**config.mk**
```make
export PLATFORM = sky130hd
export DESIGN_NAME = ddrtb_top
export DESIGN_NICKNAME = d
export VERILOG_FILES = /design/src/rtl/ddrtb_top.v /design/src/rtl/ddrtb_fifo.v
export VERILOG_INCLUDE_DIRS = /design/src /design/src/rtl
export SDC_FILE = /design/constraint.sdc
export NUM_CORES = 1
export LEC_CHECK = 0
export BUFFER_PORTS_ARGS = -buffer_cell sky130_fd_sc_hd__buf_2
export CAP_MARGIN = 20
export CORE_UTILIZATION = 27
export DETAILED_ROUTE_END_ITERATION = 6
export HOLD_SLACK_MARGIN = 0.1
export PLACE_DENSITY = 0.53
export SLEW_MARGIN = 20
export SYNTH_ARGS = -nofsm -noshare
export SYNTH_HDL_FRONTEND = slang
export SYNTH_SLANG_ARGS = --single-unit
```
**constraint.sdc**
```tcl
create_clock -name CLK -period 14.58 [get_ports CLK]
set_clock_uncertainty 0.1 [all_clocks]
set_input_delay 0 -clock CLK [delete_from_list [all_inputs] [get_ports CLK]]
set_output_delay 0 -clock CLK [all_outputs]
set_load 0.01 [all_outputs]
```
**src/rtl/ddrtb_consts.vh**
```
// Constants shared by the DQ bus turnaround controller and its write FIFO.
`ifndef DDRTB_CONSTS_VH
`define DDRTB_CONSTS_VH

// ****************************************************************
// Widths and depths
// ****************************************************************
`define DDRTB_DQ_W          36
`define DDRTB_ADDR_W        21
`define DDRTB_FIFO_DEPTH    8
`define DDRTB_FIFO_AW       3

// ****************************************************************
// Bus slot states, also shown on BUS_STATE
// ****************************************************************
`define DDRTB_ST_LOW        2'h0
`define DDRTB_ST_TERM       2'h1
`define DDRTB_ST_READ       2'h2

// ****************************************************************
// Command history taps and reset values
// ****************************************************************
`define DDRTB_RD_TAP        2
`define DDRTB_RW_TAP        1
`define DDRTB_RD_HIST_RST   3'h0
`define DDRTB_RW_HIST_RST   2'h3

`endif

```
**src/rtl/ddrtb_top.v**
```verilog
// DQ bus turnaround controller of a common-I/O burst-of-2 DDR SRAM.
//
// Notes on behaviour
// RQ1 - No write-side command right after a Read.
// RQ2 - Termination off 2.5 cycles after last write.
// RQ3 - Drive low one cycle before first read.
// RQ4 - Drive low one cycle after last read.
// RQ5 - Termination on one cycle before first write.
// RQ6 - Controller inserts idles at turnarounds: 0/0, 2/3.
// RQ7 - Typical idle gaps recommended for the controller.
// RQ8 - Controller terminates after device low, before data.
// RQ9 - Controller unterminates after trailing low, before ours.
// RQ10 - Controller sends write data after our termination.
// RQ11 - Controller stops write data before termination off.
// RQ12 - Controller drives low when idle and unterminated.
// RQ13 - Unterminated and not reading: drive bus low.
// RQ14 - Address, strobe, select sampled on master rise.
// RQ15 - Clock pair 0 captures the low lanes.
// RQ16 - Clock pair 1 captures the high lanes.
// RQ17 - Select high: termination off, bus low.
// RQ18 - Select low: drivers off, termination on.
// RQ19 - Read must be followed by select high.
// RQ20 - Controller tracks history to check turnarounds.
`timescale 1ns/1ps
`include "ddrtb_consts.vh"

module ddrtb_top #(
   parameter DQ_W       = `DDRTB_DQ_W,
   parameter ADDR_W     = `DDRTB_ADDR_W,
   parameter FIFO_DEPTH = `DDRTB_FIFO_DEPTH,
   parameter FIFO_AW    = `DDRTB_FIFO_AW
) (
   // Clock and reset.
   input  wire              CLK,
   input  wire              RST,
   // Master clock and command pins.
   input  wire              CK,
   input  wire              LOAD_STROBE_N,
   input  wire              RW_SELECT,
   input  wire [ADDR_W-1:0] ADDR_INPUTS,
   // Write data clock pairs.
   input  wire [1:0]        WRITE_DATA_CLOCK,
   input  wire [1:0]        WRITE_DATA_CLOCK_N,
   // Data bus pin, split into input, output and enable.
   input  wire [DQ_W-1:0]   DQ_I,
   output wire [DQ_W-1:0]   DQ_O,
   output wire              DQ_OE_N,
   output wire              ODT_EN,
   // Read request towards the array and its data.
   output wire              RD_REQ,
   output wire [ADDR_W-1:0] RD_ADDR,
   input  wire [DQ_W-1:0]   RD_Q1,
   input  wire [DQ_W-1:0]   RD_Q2,
   // Write words towards the array.
   output wire              WR_VALID,
   input  wire              WR_READY,
   output wire [ADDR_W-1:0] WR_ADDR,
   output wire [DQ_W-1:0]   WR_D1,
   output wire [DQ_W-1:0]   WR_D2,
   // Status.
   output wire              OVERFLOW,
   output wire [1:0]        BUS_STATE
);

   localparam HALF = DQ_W / 2;
   localparam FW   = ADDR_W + 2 * DQ_W;
   localparam SW   = 7 + ADDR_W + DQ_W;

   // ****************************************************************
   // Pin synchronisers
   // ****************************************************************

   wire [SW-1:0]     pins;
   reg  [SW-1:0]     sync_a;
   reg  [SW-1:0]     sync_b;
   wire [DQ_W-1:0]   dq_s;
   wire [ADDR_W-1:0] addr_s;
   wire [1:0]        kdn_s;
   wire [1:0]        kd_s;
   wire              ls_s;
   wire              rw_s;
   wire              ck_s;

   assign pins = {CK, RW_SELECT, LOAD_STROBE_N, WRITE_DATA_CLOCK,
                  WRITE_DATA_CLOCK_N, ADDR_INPUTS, DQ_I};

   // All pins pass the same two stages, so data and clocks stay aligned.
   always @(posedge CLK)
   begin
      if (RST)
      begin
         sync_a <= {SW{1'b0}};
         sync_b <= {SW{1'b0}};
      end
      else
      begin
         sync_a <= pins;
         sync_b <= sync_a;
      end
   end

   // Fields of the second stage.
   assign dq_s   = sync_b[DQ_W-1:0];
   assign addr_s = sync_b[DQ_W +: ADDR_W];
   assign kdn_s  = sync_b[DQ_W+ADDR_W +: 2];
   assign kd_s   = sync_b[DQ_W+ADDR_W+2 +: 2];
   assign ls_s   = sync_b[SW-3];
   assign rw_s   = sync_b[SW-2];
   assign ck_s   = sync_b[SW-1];

   // ****************************************************************
   // Clock edge detection
   // ****************************************************************

   reg        ck_d;
   reg  [1:0] kd_d;
   reg  [1:0] kdn_d;
   wire       ck_rise;
   wire       ck_fall;
   wire [1:0] kd_rise;
   wire [1:0] kdn_rise;

   // Previous levels of the synchronised clocks.
   always @(posedge CLK)
   begin
      if (RST)
      begin
         ck_d  <= 1'b0;
         kd_d  <= 2'h0;
         kdn_d <= 2'h0;
      end
      else
      begin
         ck_d  <= ck_s;
         kd_d  <= kd_s;
         kdn_d <= kdn_s;
      end
   end

   // Edges are one-cycle strobes in the CLK domain.
   assign ck_rise  = ck_s & ~ck_d;
   assign ck_fall  = ~ck_s & ck_d;
   assign kd_rise  = kd_s & ~kd_d;
   assign kdn_rise = kdn_s & ~kdn_d;

   // ****************************************************************
   // Command sampling and history
   // ****************************************************************

   wire       cmd_read;
   wire       cmd_write;
   reg  [2:0] rd_hist;
   reg  [1:0] rw_hist;
   reg  [1:0] next_state;

   // Commands are decoded only at a master clock rise.
   assign cmd_read  = ck_rise & ~ls_s & rw_s;      // RQ14
   assign cmd_write = ck_rise & ~ls_s & ~rw_s;     // RQ14

   // The slot now starting belongs to a Read three commands back, else
   // the select of two commands back decides low drive or termination.
   // A write-side command right after a Read is not guarded; the slot
   // then shows read data, which the controller must not rely on.
   always @*
   begin
      if (rd_hist[`DDRTB_RD_TAP])
         next_state = `DDRTB_ST_READ;
      else if (rw_hist[`DDRTB_RW_TAP])
         next_state = `DDRTB_ST_LOW;                // RQ17 RQ4
      else
         next_state = `DDRTB_ST_TERM;               // RQ18
   end

   // History shifts once per master cycle.
   always @(posedge CLK)
   begin
      if (RST)
      begin
         rd_hist <= `DDRTB_RD_HIST_RST;
         rw_hist <= `DDRTB_RW_HIST_RST;
      end
      else if (ck_rise)
      begin
         rd_hist <= {rd_hist[1:0], cmd_read};
         rw_hist <= {rw_hist[0], rw_s};             // RQ14
      end
   end

   // ****************************************************************
   // Bus drive, termination and read data
   // ****************************************************************

   reg [1:0]        bus_state;
   reg [DQ_W-1:0]   dq_o;
   reg [DQ_W-1:0]   q2_hold;
   reg              dq_oe_n;
   reg              odt_en;
   reg              rd_req;
   reg [ADDR_W-1:0] rd_addr;

   // Low drive, termination and read slots all start at a master rise;
   // the second read piece goes out at the following master fall.
   always @(posedge CLK)
   begin
      if (RST)
      begin
         bus_state <= `DDRTB_ST_LOW;
         dq_o      <= {DQ_W{1'b0}};
         q2_hold   <= {DQ_W{1'b0}};
         dq_oe_n   <= 1'b0;
         odt_en    <= 1'b0;
      end
      else if (ck_rise)
      begin
         bus_state <= next_state;
         case (next_state)
            `DDRTB_ST_READ:
            begin
               dq_o    <= RD_Q1;
               q2_hold <= RD_Q2;
               dq_oe_n <= 1'b0;
               odt_en  <= 1'b0;
            end
            `DDRTB_ST_TERM:
            begin
               dq_o    <= {DQ_W{1'b0}};
               dq_oe_n <= 1'b1;                     // RQ18
               odt_en  <= 1'b1;                     // RQ5
            end
            default:
            begin
               dq_o    <= {DQ_W{1'b0}};             // RQ13
               dq_oe_n <= 1'b0;                     // RQ3
               odt_en  <= 1'b0;                     // RQ2
            end
         endcase
      end
      else if (ck_fall && bus_state == `DDRTB_ST_READ)
         dq_o <= q2_hold;
   end

   // A Read asks the array for its word three master cycles ahead.
   always @(posedge CLK)
   begin
      if (RST)
      begin
         rd_req  <= 1'b0;
         rd_addr <= {ADDR_W{1'b0}};
      end
      else
      begin
         rd_req <= cmd_read;
         if (cmd_read)
            rd_addr <= addr_s;                      // RQ14
      end
   end

   // The trailing low drive after a read is the low branch of the history.

   // ****************************************************************
   // Write data capture
   // ****************************************************************

   wire [DQ_W-1:0] wd1;
   wire [DQ_W-1:0] wd2;

   genvar g;
   generate
      for (g = 0; g < 2; g = g + 1)
      begin : pair
         reg [HALF-1:0] d1;
         reg [HALF-1:0] d2;

         // Each clock pair owns one half of the lanes.
         always @(posedge CLK)
         begin
            if (RST)
            begin
               d1 <= {HALF{1'b0}};
               d2 <= {HALF{1'b0}};
            end
            else
            begin
               if (kd_rise[g])
                  d1 <= dq_s[g*HALF +: HALF];       // RQ15 RQ16
               if (kdn_rise[g])
                  d2 <= dq_s[g*HALF +: HALF];       // RQ15 RQ16
            end
         end

         assign wd1[g*HALF +: HALF] = d1;
         assign wd2[g*HALF +: HALF] = d2;
      end
   endgenerate

   // ****************************************************************
   // Write word buffering
   // ****************************************************************

   reg              wr_pend;
   reg [ADDR_W-1:0] wr_addr;
   reg              overflow;
   reg              wr_valid;
   reg [FW-1:0]     wr_word;
   wire             push_valid;
   wire             push_ready;
   wire             f_valid;
   wire [FW-1:0]    f_data;
   wire             take;

   // A Write's pieces arrive within its own cycle, so the word is
   // complete at the next master rise.
   always @(posedge CLK)
   begin
      if (RST)
      begin
         wr_pend <= 1'b0;
         wr_addr <= {ADDR_W{1'b0}};
      end
      else if (ck_rise)
      begin
         wr_pend <= cmd_write;
         if (cmd_write)
            wr_addr <= addr_s;
      end
   end

   assign push_valid = ck_rise & wr_pend;
   assign take       = ~wr_valid | WR_READY;

   // The pins cannot be stalled, so a refused word is dropped and the
   // loss is kept visible until reset.
   always @(posedge CLK)
   begin
      if (RST)
         overflow <= 1'b0;
      else if (push_valid & ~push_ready)
         overflow <= 1'b1;
   end

   ddrtb_fifo #(
      .WIDTH (FW),
      .DEPTH (FIFO_DEPTH),
      .AW    (FIFO_AW)
   ) u_fifo (
      .clk       (CLK),
      .rst       (RST),
      .in_valid  (push_valid),
      .in_ready  (push_ready),
      .in_data   ({wr_addr, wd2, wd1}),
      .out_valid (f_valid),
      .out_ready (take),
      .out_data  (f_data)
   );

   // Output register keeps the array-side outputs on flip-flops.
   always @(posedge CLK)
   begin
      if (RST)
      begin
         wr_valid <= 1'b0;
         wr_word  <= {FW{1'b0}};
      end
      else if (take)
      begin
         wr_valid <= f_valid;
         if (f_valid)
            wr_word <= f_data;
      end
   end

   // ****************************************************************
   // Outputs
   // ****************************************************************

   assign DQ_O      = dq_o;
   assign DQ_OE_N   = dq_oe_n;
   assign ODT_EN    = odt_en;
   assign RD_REQ    = rd_req;
   assign RD_ADDR   = rd_addr;
   assign WR_VALID  = wr_valid;
   assign WR_ADDR   = wr_word[2*DQ_W +: ADDR_W];
   assign WR_D2     = wr_word[DQ_W +: DQ_W];
   assign WR_D1     = wr_word[DQ_W-1:0];
   assign OVERFLOW  = overflow;
   assign BUS_STATE = bus_state;

endmodule // ddrtb_top

```
**src/rtl/ddrtb_fifo.v**
```verilog
// Small flip-flop FIFO with valid and ready on both sides.
`timescale 1ns/1ps

module ddrtb_fifo #(
   parameter WIDTH = 8,
   parameter DEPTH = 8,
   parameter AW    = 3
) (
   // Clock and reset.
   input  wire             clk,
   input  wire             rst,
   // Filling side.
   input  wire             in_valid,
   output wire             in_ready,
   input  wire [WIDTH-1:0] in_data,
   // Draining side.
   output wire             out_valid,
   input  wire             out_ready,
   output wire [WIDTH-1:0] out_data
);

   // Depth is cut to the pointer widths on purpose; AW must fit DEPTH.
   localparam [31:0]   DEPTH_V = DEPTH;
   localparam [AW:0]   FULL    = DEPTH_V[AW:0];
   localparam [AW-1:0] LAST    = DEPTH_V[AW-1:0] - 1'b1;

   reg [WIDTH-1:0] mem [0:DEPTH-1];
   reg [AW-1:0]    wr_ptr;
   reg [AW-1:0]    rd_ptr;
   reg [AW:0]      count;

   wire            push;
   wire            pop;

   // Full and empty come from the count, so both are exact.
   assign in_ready  = (count != FULL);
   assign out_valid = (count != {(AW+1){1'b0}});
   assign out_data  = mem[rd_ptr];
   assign push      = in_valid & in_ready;
   assign pop       = out_valid & out_ready;

   // Storage is written only on an accepted push.
   always @(posedge clk)
   begin
      if (push)
         mem[wr_ptr] <= in_data;
   end

   // Pointers wrap at the last entry, so any depth that AW can address works.
   always @(posedge clk)
   begin
      if (rst)
      begin
         wr_ptr <= {AW{1'b0}};
         rd_ptr <= {AW{1'b0}};
         count  <= {(AW+1){1'b0}};
      end
      else
      begin
         if (push)
            wr_ptr <= (wr_ptr == LAST) ? {AW{1'b0}} : wr_ptr + 1'b1;
         if (pop)
            rd_ptr <= (rd_ptr == LAST) ? {AW{1'b0}} : rd_ptr + 1'b1;
         if (push & ~pop)
            count <= count + 1'b1;
         else if (pop & ~push)
            count <= count - 1'b1;
      end
   end

endmodule // ddrtb_fifo

```
==> results of run 1 <==
-- placed cells by master, fill, tap and decap left out, types with 21 or more instances in the layout --
master         Yosys  routed
a21oi_1          164     164
a311oi_1          36      36
buf_2             28     294
buf_4             20      40
clkbuf_1         114      25
clkbuf_16          0     130
clkbuf_8           0      21
dfxtp_1          433     430
dlygate4sd3_1      0     329
edfxtp_1         744     744
mux4_2           186     186
nand2_1          356     355
nand3_1           38      38
nor2_1           134     128
nor2b_1          139     138
nor3_1            98      95
o22ai_1           93      93
-- metrics by stage --
stage,utilization [%],setup slack [ns]
detailed placement,29.67,10.73
floorplan,-,6.488
CTS,34.53,10.71
finish,34.53,10.88
global placement,29.67,10.73
global route,34.53,10.44
-- cells in the mapped netlist (3+ instances only) --
| library cell | count |
|---|---|
| a311oi_1 | 36 |
| a21oi_1 | 164 |
| edfxtp_1 | 744 |
| nor2b_1 | 139 |
| nand3b_1 | 5 |
| or3_1 | 4 |
| clkbuf_1 | 114 |
| nand3_1 | 38 |
| nand2_1 | 356 |
| buf_4 | 20 |
| nor3_1 | 98 |
| nor2_1 | 134 |
| buf_1 | 7 |
| o22ai_1 | 93 |
| nand2b_1 | 7 |
| nor2_2 | 12 |
| buf_2 | 28 |
| buf_6 | 7 |
| mux2i_1 | 3 |
| dfxtp_1 | 433 |
| inv_1 | 5 |
| mux4_2 | 186 |
| ha_1 | 7 |
-- worst max-delay path: cells and delay by family, from the launching register on --
kind                   cells  cell delay [ns]
buffers and inverters      2             1.55
DFF                        1             0.90
and+or+nand+nor            1             0.08
AOI/OAI and AO/OA          1             0.16
muxes                      1             0.59
-- power groups by stage --
stage               Sequential (mW)  Combinational [mW]  Clock [mW]
global route                   3.89                1.94        3.34
detailed placement             3.94                1.75           0
global placement               3.94                1.74           0
CTS                            3.87                1.81        3.21
floorplan                      3.90                1.17           0
finish                         3.86                1.77        3.13
-- flip-flops by register name, indices dropped and copies added, names as in the netlist, 4 cells and up --
register and flops:
u_fifo.mem 744, wr_word 93, sync_a 64, sync_b 64, DQ_O 36, pair.d1 36
pair.d2 36, q2_hold 36, RD_ADDR 21, wr_addr 21, u_fifo.count 4
-- layer usage --
layer  GRT usage, %  vias up
met3          3.192      145
li1               -    11130
met2          22.54      753
met4          3.149        2
met5              0        -
met1          18.92    12430
-- cell type report --
| type | count | share of cell area, % |
|---|---|---|
| well taps | 2030 | 4.826 |
| inverters | 5 | 0.03566 |
| multi-input cells | 1297 | 18.69 |
| repair buffers | 666 | 9.711 |
| flip-flops and latches | 1177 | 58.93 |
| clock buffers | 179 | 6.937 |
| clock inverters | 48 | 0.8701 |
-- worst min path at each step --
stage                     startpoint               endpoint  depth (start not counted)
6_report                         RST        ck_d$_SDFF_PP0_                          3
5_1_grt                          RST        ck_d$_SDFF_PP0_                          3
4_1_cts                          RST  OVERFLOW$_SDFFE_PP0P_                          3
3_5_place_dp   WRITE_DATA_CLOCK_N[0]  sync_a[57]$_SDFF_PP0_                          2
3_3_place_gp               RW_SELECT  sync_a[62]$_SDFF_PP0_                          2
2_1_floorplan                DQ_I[0]   sync_a[0]$_SDFF_PP0_                          1
-- timing repair --
item                                   4_1_cts  5_1_grt
hold buffers                               329        0
buffers inserted                             0        0
endpoints found under the hold margin      200        0
-- cell families (layout without fill, tap and decap cells) --
family / count (synthesis) / count (layout) / synth area share [%]
AO/OA/AOI/OAI: 297 / 297 / 4.206
flip-flops: 1177 / 1177 / 74.56
adder cells (fa/ha/maj): 8 / 8 / 0.2587
AND/OR/NAND/NOR: 800 / 800 / 8.739
XOR/XNOR: 2 / 2 / 0.04212
buffers and inverters: 181 / 898 / 2.025
multiplexers: 190 / 190 / 10.17
==> qor.yml, run 1 <==
grt_max_degree: 123
dp_hpwl_mm: 59.99
slowest_stage: "dfxtp_4"
slew_viol_final: 0
async_reset_ff_share_pct: 0
final.fill_count: 14600
gr-total-overflow: 0
cts_tree: "done"
wl_met1_mm: 49.34
wl_mm: 110.1
fp.coreArea_um2: 152400
r2r_cells: 5
finalPower_mw: 8.756
area_delta_synth_final_pct: 26.55
drt_iter0_drc: 1596
die_h_um: 394.5
fin_nets: 3413
max_cap_violations: 0
setup-tns-final_ns: 0
critPathRequiredTime_ns: 15.04
drc: 0
htreeDepth: 3
clockBufferDepth: 3
ys_warn_count: 0
top_layer: "met5"
post-route-period-util_pct: 25.35
syn_avg_cell_area_um2: 15.67
n_antenna_cell: 0
ys_ff_latch: 1177
setup_viol: 0
root_buffer: "clkbuf_16"
fmax_ghz: 0.2706
swShare_pct: 28.07
critPathCapture: "wr_word[66]$_SDFFE_PP0P_"
viasPerCell: 4.527
cp-start-kind: "flip-flop"
synth_top_area_share_pct: 53.72
seq_area_um2: 31020
cp_max_fo: 107
die_area_um2: 155600
p_leak_nw: 17.95
reg2reg_from: "u_fifo.rd_ptr[0]$_SDFFE_PP0P_"
dr.pass1.iters: 5
place_area_um2: 45230
cp-end-kind: "flip-flop"
multiInputGateArea_um2: 9836
status: "complete, no violations"
grt_antenna_before_repair: 4
r2r_slack_ns: 10.88
die_w_um: 394.5
ios: 296
yosys-top-cells-area: "edfxtp_1 54%, dfxtp_1 21%, mux4_2 10%, nand2_1 3.2%, nor2b_1 2.1%"
worst_pin_slew_ns: 1.105
initial_core_util_pct: 27.28
hold_class: "in -> reg"
p_comb_share_pct: 20.2
instances_no_fill: 5402
arrival_ns: 4.16
met3_length_mm: 7.048
synth_seq_area_share_pct: 74.56
vias: 24460
peakVddDrop_v: 0.0001245
worstSkewPairLatency_ns: 0.73
synth_edf_count: 744
wl_per_cell_um: 20.39
ys_types: 37
clk_pin_slew_ns: 0.06
switchingPower_mw: 2.458
clkSinkCount: 1177
p_int_mw: 6.298
r2r_end: "wr_word[66]$_SDFFE_PP0P_"
hold_viol_final: 0
grt_pass1_vias: 25460
syn_nets: 2802
cpPeakStageDelay_ns: 0.90
final_cell_area_um2: 52630
ys.flop_type: "edfxtp_1"
yosysTopAreaCell: "edfxtp_1"
crit_start: "u_fifo.rd_ptr[0]$_SDFFE_PP0P_"
slew_headroom_pct: 26.36
dr_wl_met2_mm: 51.67
io_buffers: 295
drive_gt1_share_pct: 22.03
period_minus_slack_ns: 3.696
grt_pass1_wl_mm: 163.9
power.density_nw_per_um2: 166.4
whs_ns: 0.3085
drtAntennaViolNets: 0
postSynthCellCount: 2655
rsz0062_at_grt: "false"
gp_congestion: 0.7379
cts_buffers: 119
crit_chain: "buf_4, buf_12, mux4_2, o22ai_1, nor3_1"
num_rows: 143
dp_cells: 4846
syn_area_um2: 41590
p_seq_share_pct: 44.1
grt_usage_pct: 13.93
pwr-share-clk_pct: 35.8
critPathKind: "reg -> reg"
cts_resized: 0
(Power assumes the default switching activity.)
==> run 2: changes to the inputs <==
Clock period 14.58 ns to 3.6 ns, I/O delays scaled along.
==> qor.yml, run 2 (synthesis results as in run 1) <==
area_delta_synth_final_pct: 30.69
critPathCapture: "DQ_O[28]$_SDFFE_PP0P_"
cts_buffers: 134
dr.pass1.iters: 5
clkSinkCount: 1177
pwr-share-clk_pct: 37.4
slew_headroom_pct: 28.85
cts_tree: "done"
power.density_nw_per_um2: 675.7
io_buffers: 295
p_leak_nw: 18.78
final_cell_mix: "744 x edfxtp_1, 431 x dfxtp_1, 410 x dlygate4sd3_1"
max_cap_violations: 0
cp_max_fo: 72
drc: 0
drtAntennaViolNets: 0
p_int_mw: 26.40
fp.coreArea_um2: 152400
vias: 24990
crit_start: "ck_d$_SDFF_PP0_"
setup-tns-final_ns: 0
p_comb_share_pct: 20.5
root_buffer: "clkbuf_16"
drt_iter0_drc: 1753
post-route-period-util_pct: 82.00
r2r_slack_ns: 0.65
hold_class: "in -> reg"
reg_top3: "u_fifo.mem x744, wr_word x93"
fin_nets: 3532
regMostFlops: "u_fifo.mem"
whs_ns: 0.2869
gp_congestion: 0.7392
initial_core_util_pct: 27.28
status: "complete, no violations"
ios: 296
largest_reg_flops: 744
worstSkewPairLatency_ns: 0.75
num_rows: 143
dp_hpwl_mm: 59.73
swShare_pct: 28.12
die_h_um: 394.5
rsz0062_at_grt: "false"
cp-end-kind: "flip-flop"
fmax_ghz: 0.3388
grt_pass1_wl_mm: 165.8
worst_pin_slew_ns: 1.067
htreeDepth: 4
p_seq_share_pct: 42.2
final.fill_count: 14440
gr-total-overflow: 0
reg2reg_from: "ck_d$_SDFF_PP0_"
critPathRequiredTime_ns: 4.17
arrival_ns: 3.52
critPathKind: "reg -> reg"
hold_viol_final: 0
r2r_cells: 7
grt_pass1_vias: 25930
grt_usage_pct: 14.08
setup_viol: 0
peakVddDrop_v: 0.0005043
die_w_um: 394.5
clk_pin_slew_ns: 0.06
slew_viol_final: 0
die_area_um2: 155600
clockBufferDepth: 3
drive_gt1_share_pct: 22.45
r2r_end: "DQ_O[28]$_SDFFE_PP0P_"
viasPerCell: 4.520
finalPower_mw: 36.73
period_minus_slack_ns: 2.952
wl_per_cell_um: 19.94
cp-start-kind: "flip-flop"
final_common_cell: "edfxtp_1"
grt_max_degree: 94
switchingPower_mw: 10.33
wl_mm: 110.2
grt_antenna_before_repair: 3
-- run 2: cell type report --
type / instances / area [µm²] / share of cell area, %
flip-flops and latches: 1177 / 31020 / 57.06
multi-input cells: 1297 / 9874 / 18.17
repair buffers: 770 / 6404 / 11.78
clock buffers: 184 / 3750 / 6.899
well taps: 2030 / 2540 / 4.673
clock inverters: 63 / 743.2 / 1.367
inverters: 5 / 18.77 / 0.03453
diodes: 3 / 7.507 / 0.01381
-- run 2: worst max-delay path, stage by stage, from the launching register on --
cell	delay (ns)
dfxtp_1	0.34
nand2b_4	0.17
buf_4	0.32
nand2_2	0.12
buf_4	0.61
nor2_1	0.15
a311oi_1	0.42
dlygate4sd3_1	0.63
-- run 2: how the worst min path moves through the flow --
stage | slack (ns) | end | depth (start not counted) | start
finish | 0.29 | u_fifo.count[2]$_SDFFE_PP0P_ | 3 | RST
global route | 0.27 | u_fifo.count[2]$_SDFFE_PP0P_ | 3 | RST
CTS | 0.21 | u_fifo.count[2]$_SDFFE_PP0P_ | 3 | RST
detailed placement | 0.11 | sync_a[53]$_SDFF_PP0_ | 2 | ADDR_INPUTS[17]
global placement | 0.11 | sync_a[24]$_SDFF_PP0_ | 2 | DQ_I[24]
floorplan | 0.03 | sync_a[0]$_SDFF_PP0_ | 1 | DQ_I[0]
-- run 2: per-layer routing --
metal  share of wire, %  vias up  global-route usage [%]
li1                   -    11380                       -
met1                 45    12660                   19.54
met2                 46      770                   21.73
met3                6.6      176                   3.258
met4                2.5        4                   4.374
met5              0.018        -                       0
-- run 2: power groups by stage --
stage / clock network [mW] / logic, mW / registers (mW)
6_report: 13.7 / 7.52 / 15.5
5_1_grt: 14.7 / 8.23 / 15.6
4_1_cts: 14.1 / 7.74 / 15.5
3_5_place_dp: 0 / 7.41 / 15.8
3_3_place_gp: 0 / 7.40 / 15.8
2_1_floorplan: 0 / 4.74 / 15.8
-- run 2: per-stage QoR --
step	utilization [%]	cells	area [µm²]	worst slack (ns)
2_1_floorplan	-	2655	41680	-0.2662
3_3_place_gp	30.01	4869	45750	0.6537
3_5_place_dp	30.01	4869	45750	0.6661
4_1_cts	35.65	5526	54350	0.6551
5_1_grt	35.65	5527	54350	0.3897
6_report	35.66	5529	54350	0.6481
-- run 2: timing repair --
action	CTS	global route
hold buffers	410	0
hold endpoints to repair	417	0
setup buffers	0	0
resized for setup	0	0
==> run 3: changes to the inputs <==
Settings changed: PLACE_DENSITY 0.53 to 0.54.
Clock period 3.6 ns to 2.6 ns, I/O delays scaled along.
==> qor.yml, run 3 (synthesis results as in run 1) <==
slowest_stage: "or4_4"
die_h_um: 394.5
io_buffers: 295
worst_pin_slew_ns: 0.8464
clkSinkCount: 1177
holdPathEnd: "BUS_STATE[1]$_SDFFE_PP0N_"
cts_tree: "done"
whs_ns: 0.2068
period_minus_slack_ns: 2.544
hp-start: "RST"
reg_top3: "u_fifo.mem x744, wr_word x93"
p_leak_nw: 19.09
gp_congestion: 0.7379
peakVddDrop_v: 0.0006063
dr.pass1.iters: 5
final.fill_count: 14370
r2r_slack_ns: 0.06
status: "complete, no violations"
num_rows: 143
htreeDepth: 4
ios: 296
fp.coreArea_um2: 152400
drt_iter0_drc: 1562
viasPerCell: 4.517
cp-start-kind: "flip-flop"
finalPower_mw: 50.70
cts_buffers: 130
wl_per_cell_um: 19.92
cpPeakStageDelay_ns: 0.54
reg2reg_from: "u_fifo.count[3]$_SDFFE_PP0P_"
die_area_um2: 155600
final_common_cell: "edfxtp_1"
initial_core_util_pct: 27.28
multiInputGateArea_um2: 9916
holdPathStages: 3
max_cap_violations: 0
final_util_pct: 36.03
grt_pass1_wl_mm: 165.7
cp-end-kind: "flip-flop"
grt_antenna_before_repair: 7
grt_max_degree: 73
gr-total-overflow: 0
grt_usage_pct: 14.05
fin_nets: 3574
drc: 0
hold_viol_final: 0
post-route-period-util_pct: 97.84
arrival_ns: 3.04
vias: 25150
clk_pin_slew_ns: 0.06
r2r_end: "u_fifo.count[3]$_SDFFE_PP0P_"
area_delta_synth_final_pct: 32.07
setup_viol: 0
seq_area_um2: 31020
rsz0062_at_grt: "true"
final_cell_mix: "744 x edfxtp_1, 431 x dfxtp_1, 405 x dlygate4sd3_1"
power.density_nw_per_um2: 923.1
die_w_um: 394.5
critPathRequiredTime_ns: 3.10
critPathKind: "reg -> reg"
clockBufferDepth: 3
instances_no_fill: 5567
dp_hpwl_mm: 63.73
slew_headroom_pct: 43.57
largest_reg_flops: 744
dp_cells: 4918
slew_viol_final: 0
regMostFlops: "u_fifo.mem"
root_buffer: "clkbuf_16"
grt_pass1_vias: 26120
r2r_cells: 10
worstSkewPairLatency_ns: 0.75
drive_gt1_share_pct: 23.76
fmax_ghz: 0.3931
crit_chain: "or4_4, and2_4, inv_1, ha_2, inv_2, ha_1, a21oi_4, a211oi_1, a31oi_1, mux2_2"
hold_class: "in -> reg"
drtAntennaViolNets: 0
wl_mm: 110.9
cp_max_fo: 4
==> run 3: cell types whose count changed in the layout (fill, tap and decap cells not counted), moves of 6 or more <==
cell	previous run	this run
clkinvlp_4	8	2
buf_12	26	53
clkbuf_16	138	132
clkbuf_1	33	24
buf_4	39	61
clkinv_2	15	27
==> run 3: how the worst max path moves through the flow <==
stage,startpoint,endpoint,cells past startpoint
2_1_floorplan,ck_d$_SDFF_PP0_,u_fifo.mem[4][0]$_DFFE_PP_,5
3_3_place_gp,u_fifo.count[3]$_SDFFE_PP0P_,u_fifo.count[3]$_SDFFE_PP0P_,10
3_5_place_dp,u_fifo.count[3]$_SDFFE_PP0P_,u_fifo.count[3]$_SDFFE_PP0P_,10
4_1_cts,u_fifo.count[3]$_SDFFE_PP0P_,u_fifo.count[3]$_SDFFE_PP0P_,10
5_1_grt,u_fifo.count[3]$_SDFFE_PP0P_,u_fifo.count[3]$_SDFFE_PP0P_,10
6_report,u_fifo.count[3]$_SDFFE_PP0P_,u_fifo.count[3]$_SDFFE_PP0P_,10
==> run 3: cell type report <==
cell class	count	share of cell area [%]
Inverter	5	0.03417
Timing Repair Buffer	816	12.92
Antenna cell	1	0.004556
Sequential cell	1177	56.47
Clock buffer	168	6.458
Multi-Input combinational cell	1297	18.05
Tap cell	2030	4.624
Clock inverter	73	1.444
==> run 3: power by group <==
part / switching (mW) / internal, mW
registers: 0.701 / 20.6
clock network: 7.60 / 10.8
logic: 5.96 / 5.03
total: 14.3 / 36.4
==> run 3: what timing repair did <==
action	in CTS	in global routing
gates resized for setup	3	4
hold buffers	405	0
gates cloned	0	1
setup buffers	0	1
pin swaps	0	1
hold endpoints to repair	431	0
endpoints found under the setup margin	1	4
==> run 3: metrics by stage <==
stage	cell area (µm²)	worst slack (ns)	TNS, ns
floorplan	41710	-1.093	-310.32
global placement	46470	-0.1230	-0.1230
detailed placement	46470	-0.1430	-0.1430
CTS	54880	0.01350	0
global route	54930	-0.05314	-0.05314
finish	54930	0.05606	0
==> run 3: critical path, delay by kind of cell, from the launching register on <==
family,cells,cell delay (ns)
compound gates,3,0.42
fa+ha+maj,2,0.39
buf+inv,2,0.13
flops,1,0.32
simple gates,2,0.71
mux,1,0.35
==> run 3: metal layers <==
layer,track usage [%],share of wire [%]
met1,19.21,45
met3,3.307,6.5
met5,0,0.033
met2,22.16,46
met4,4.007,2.2
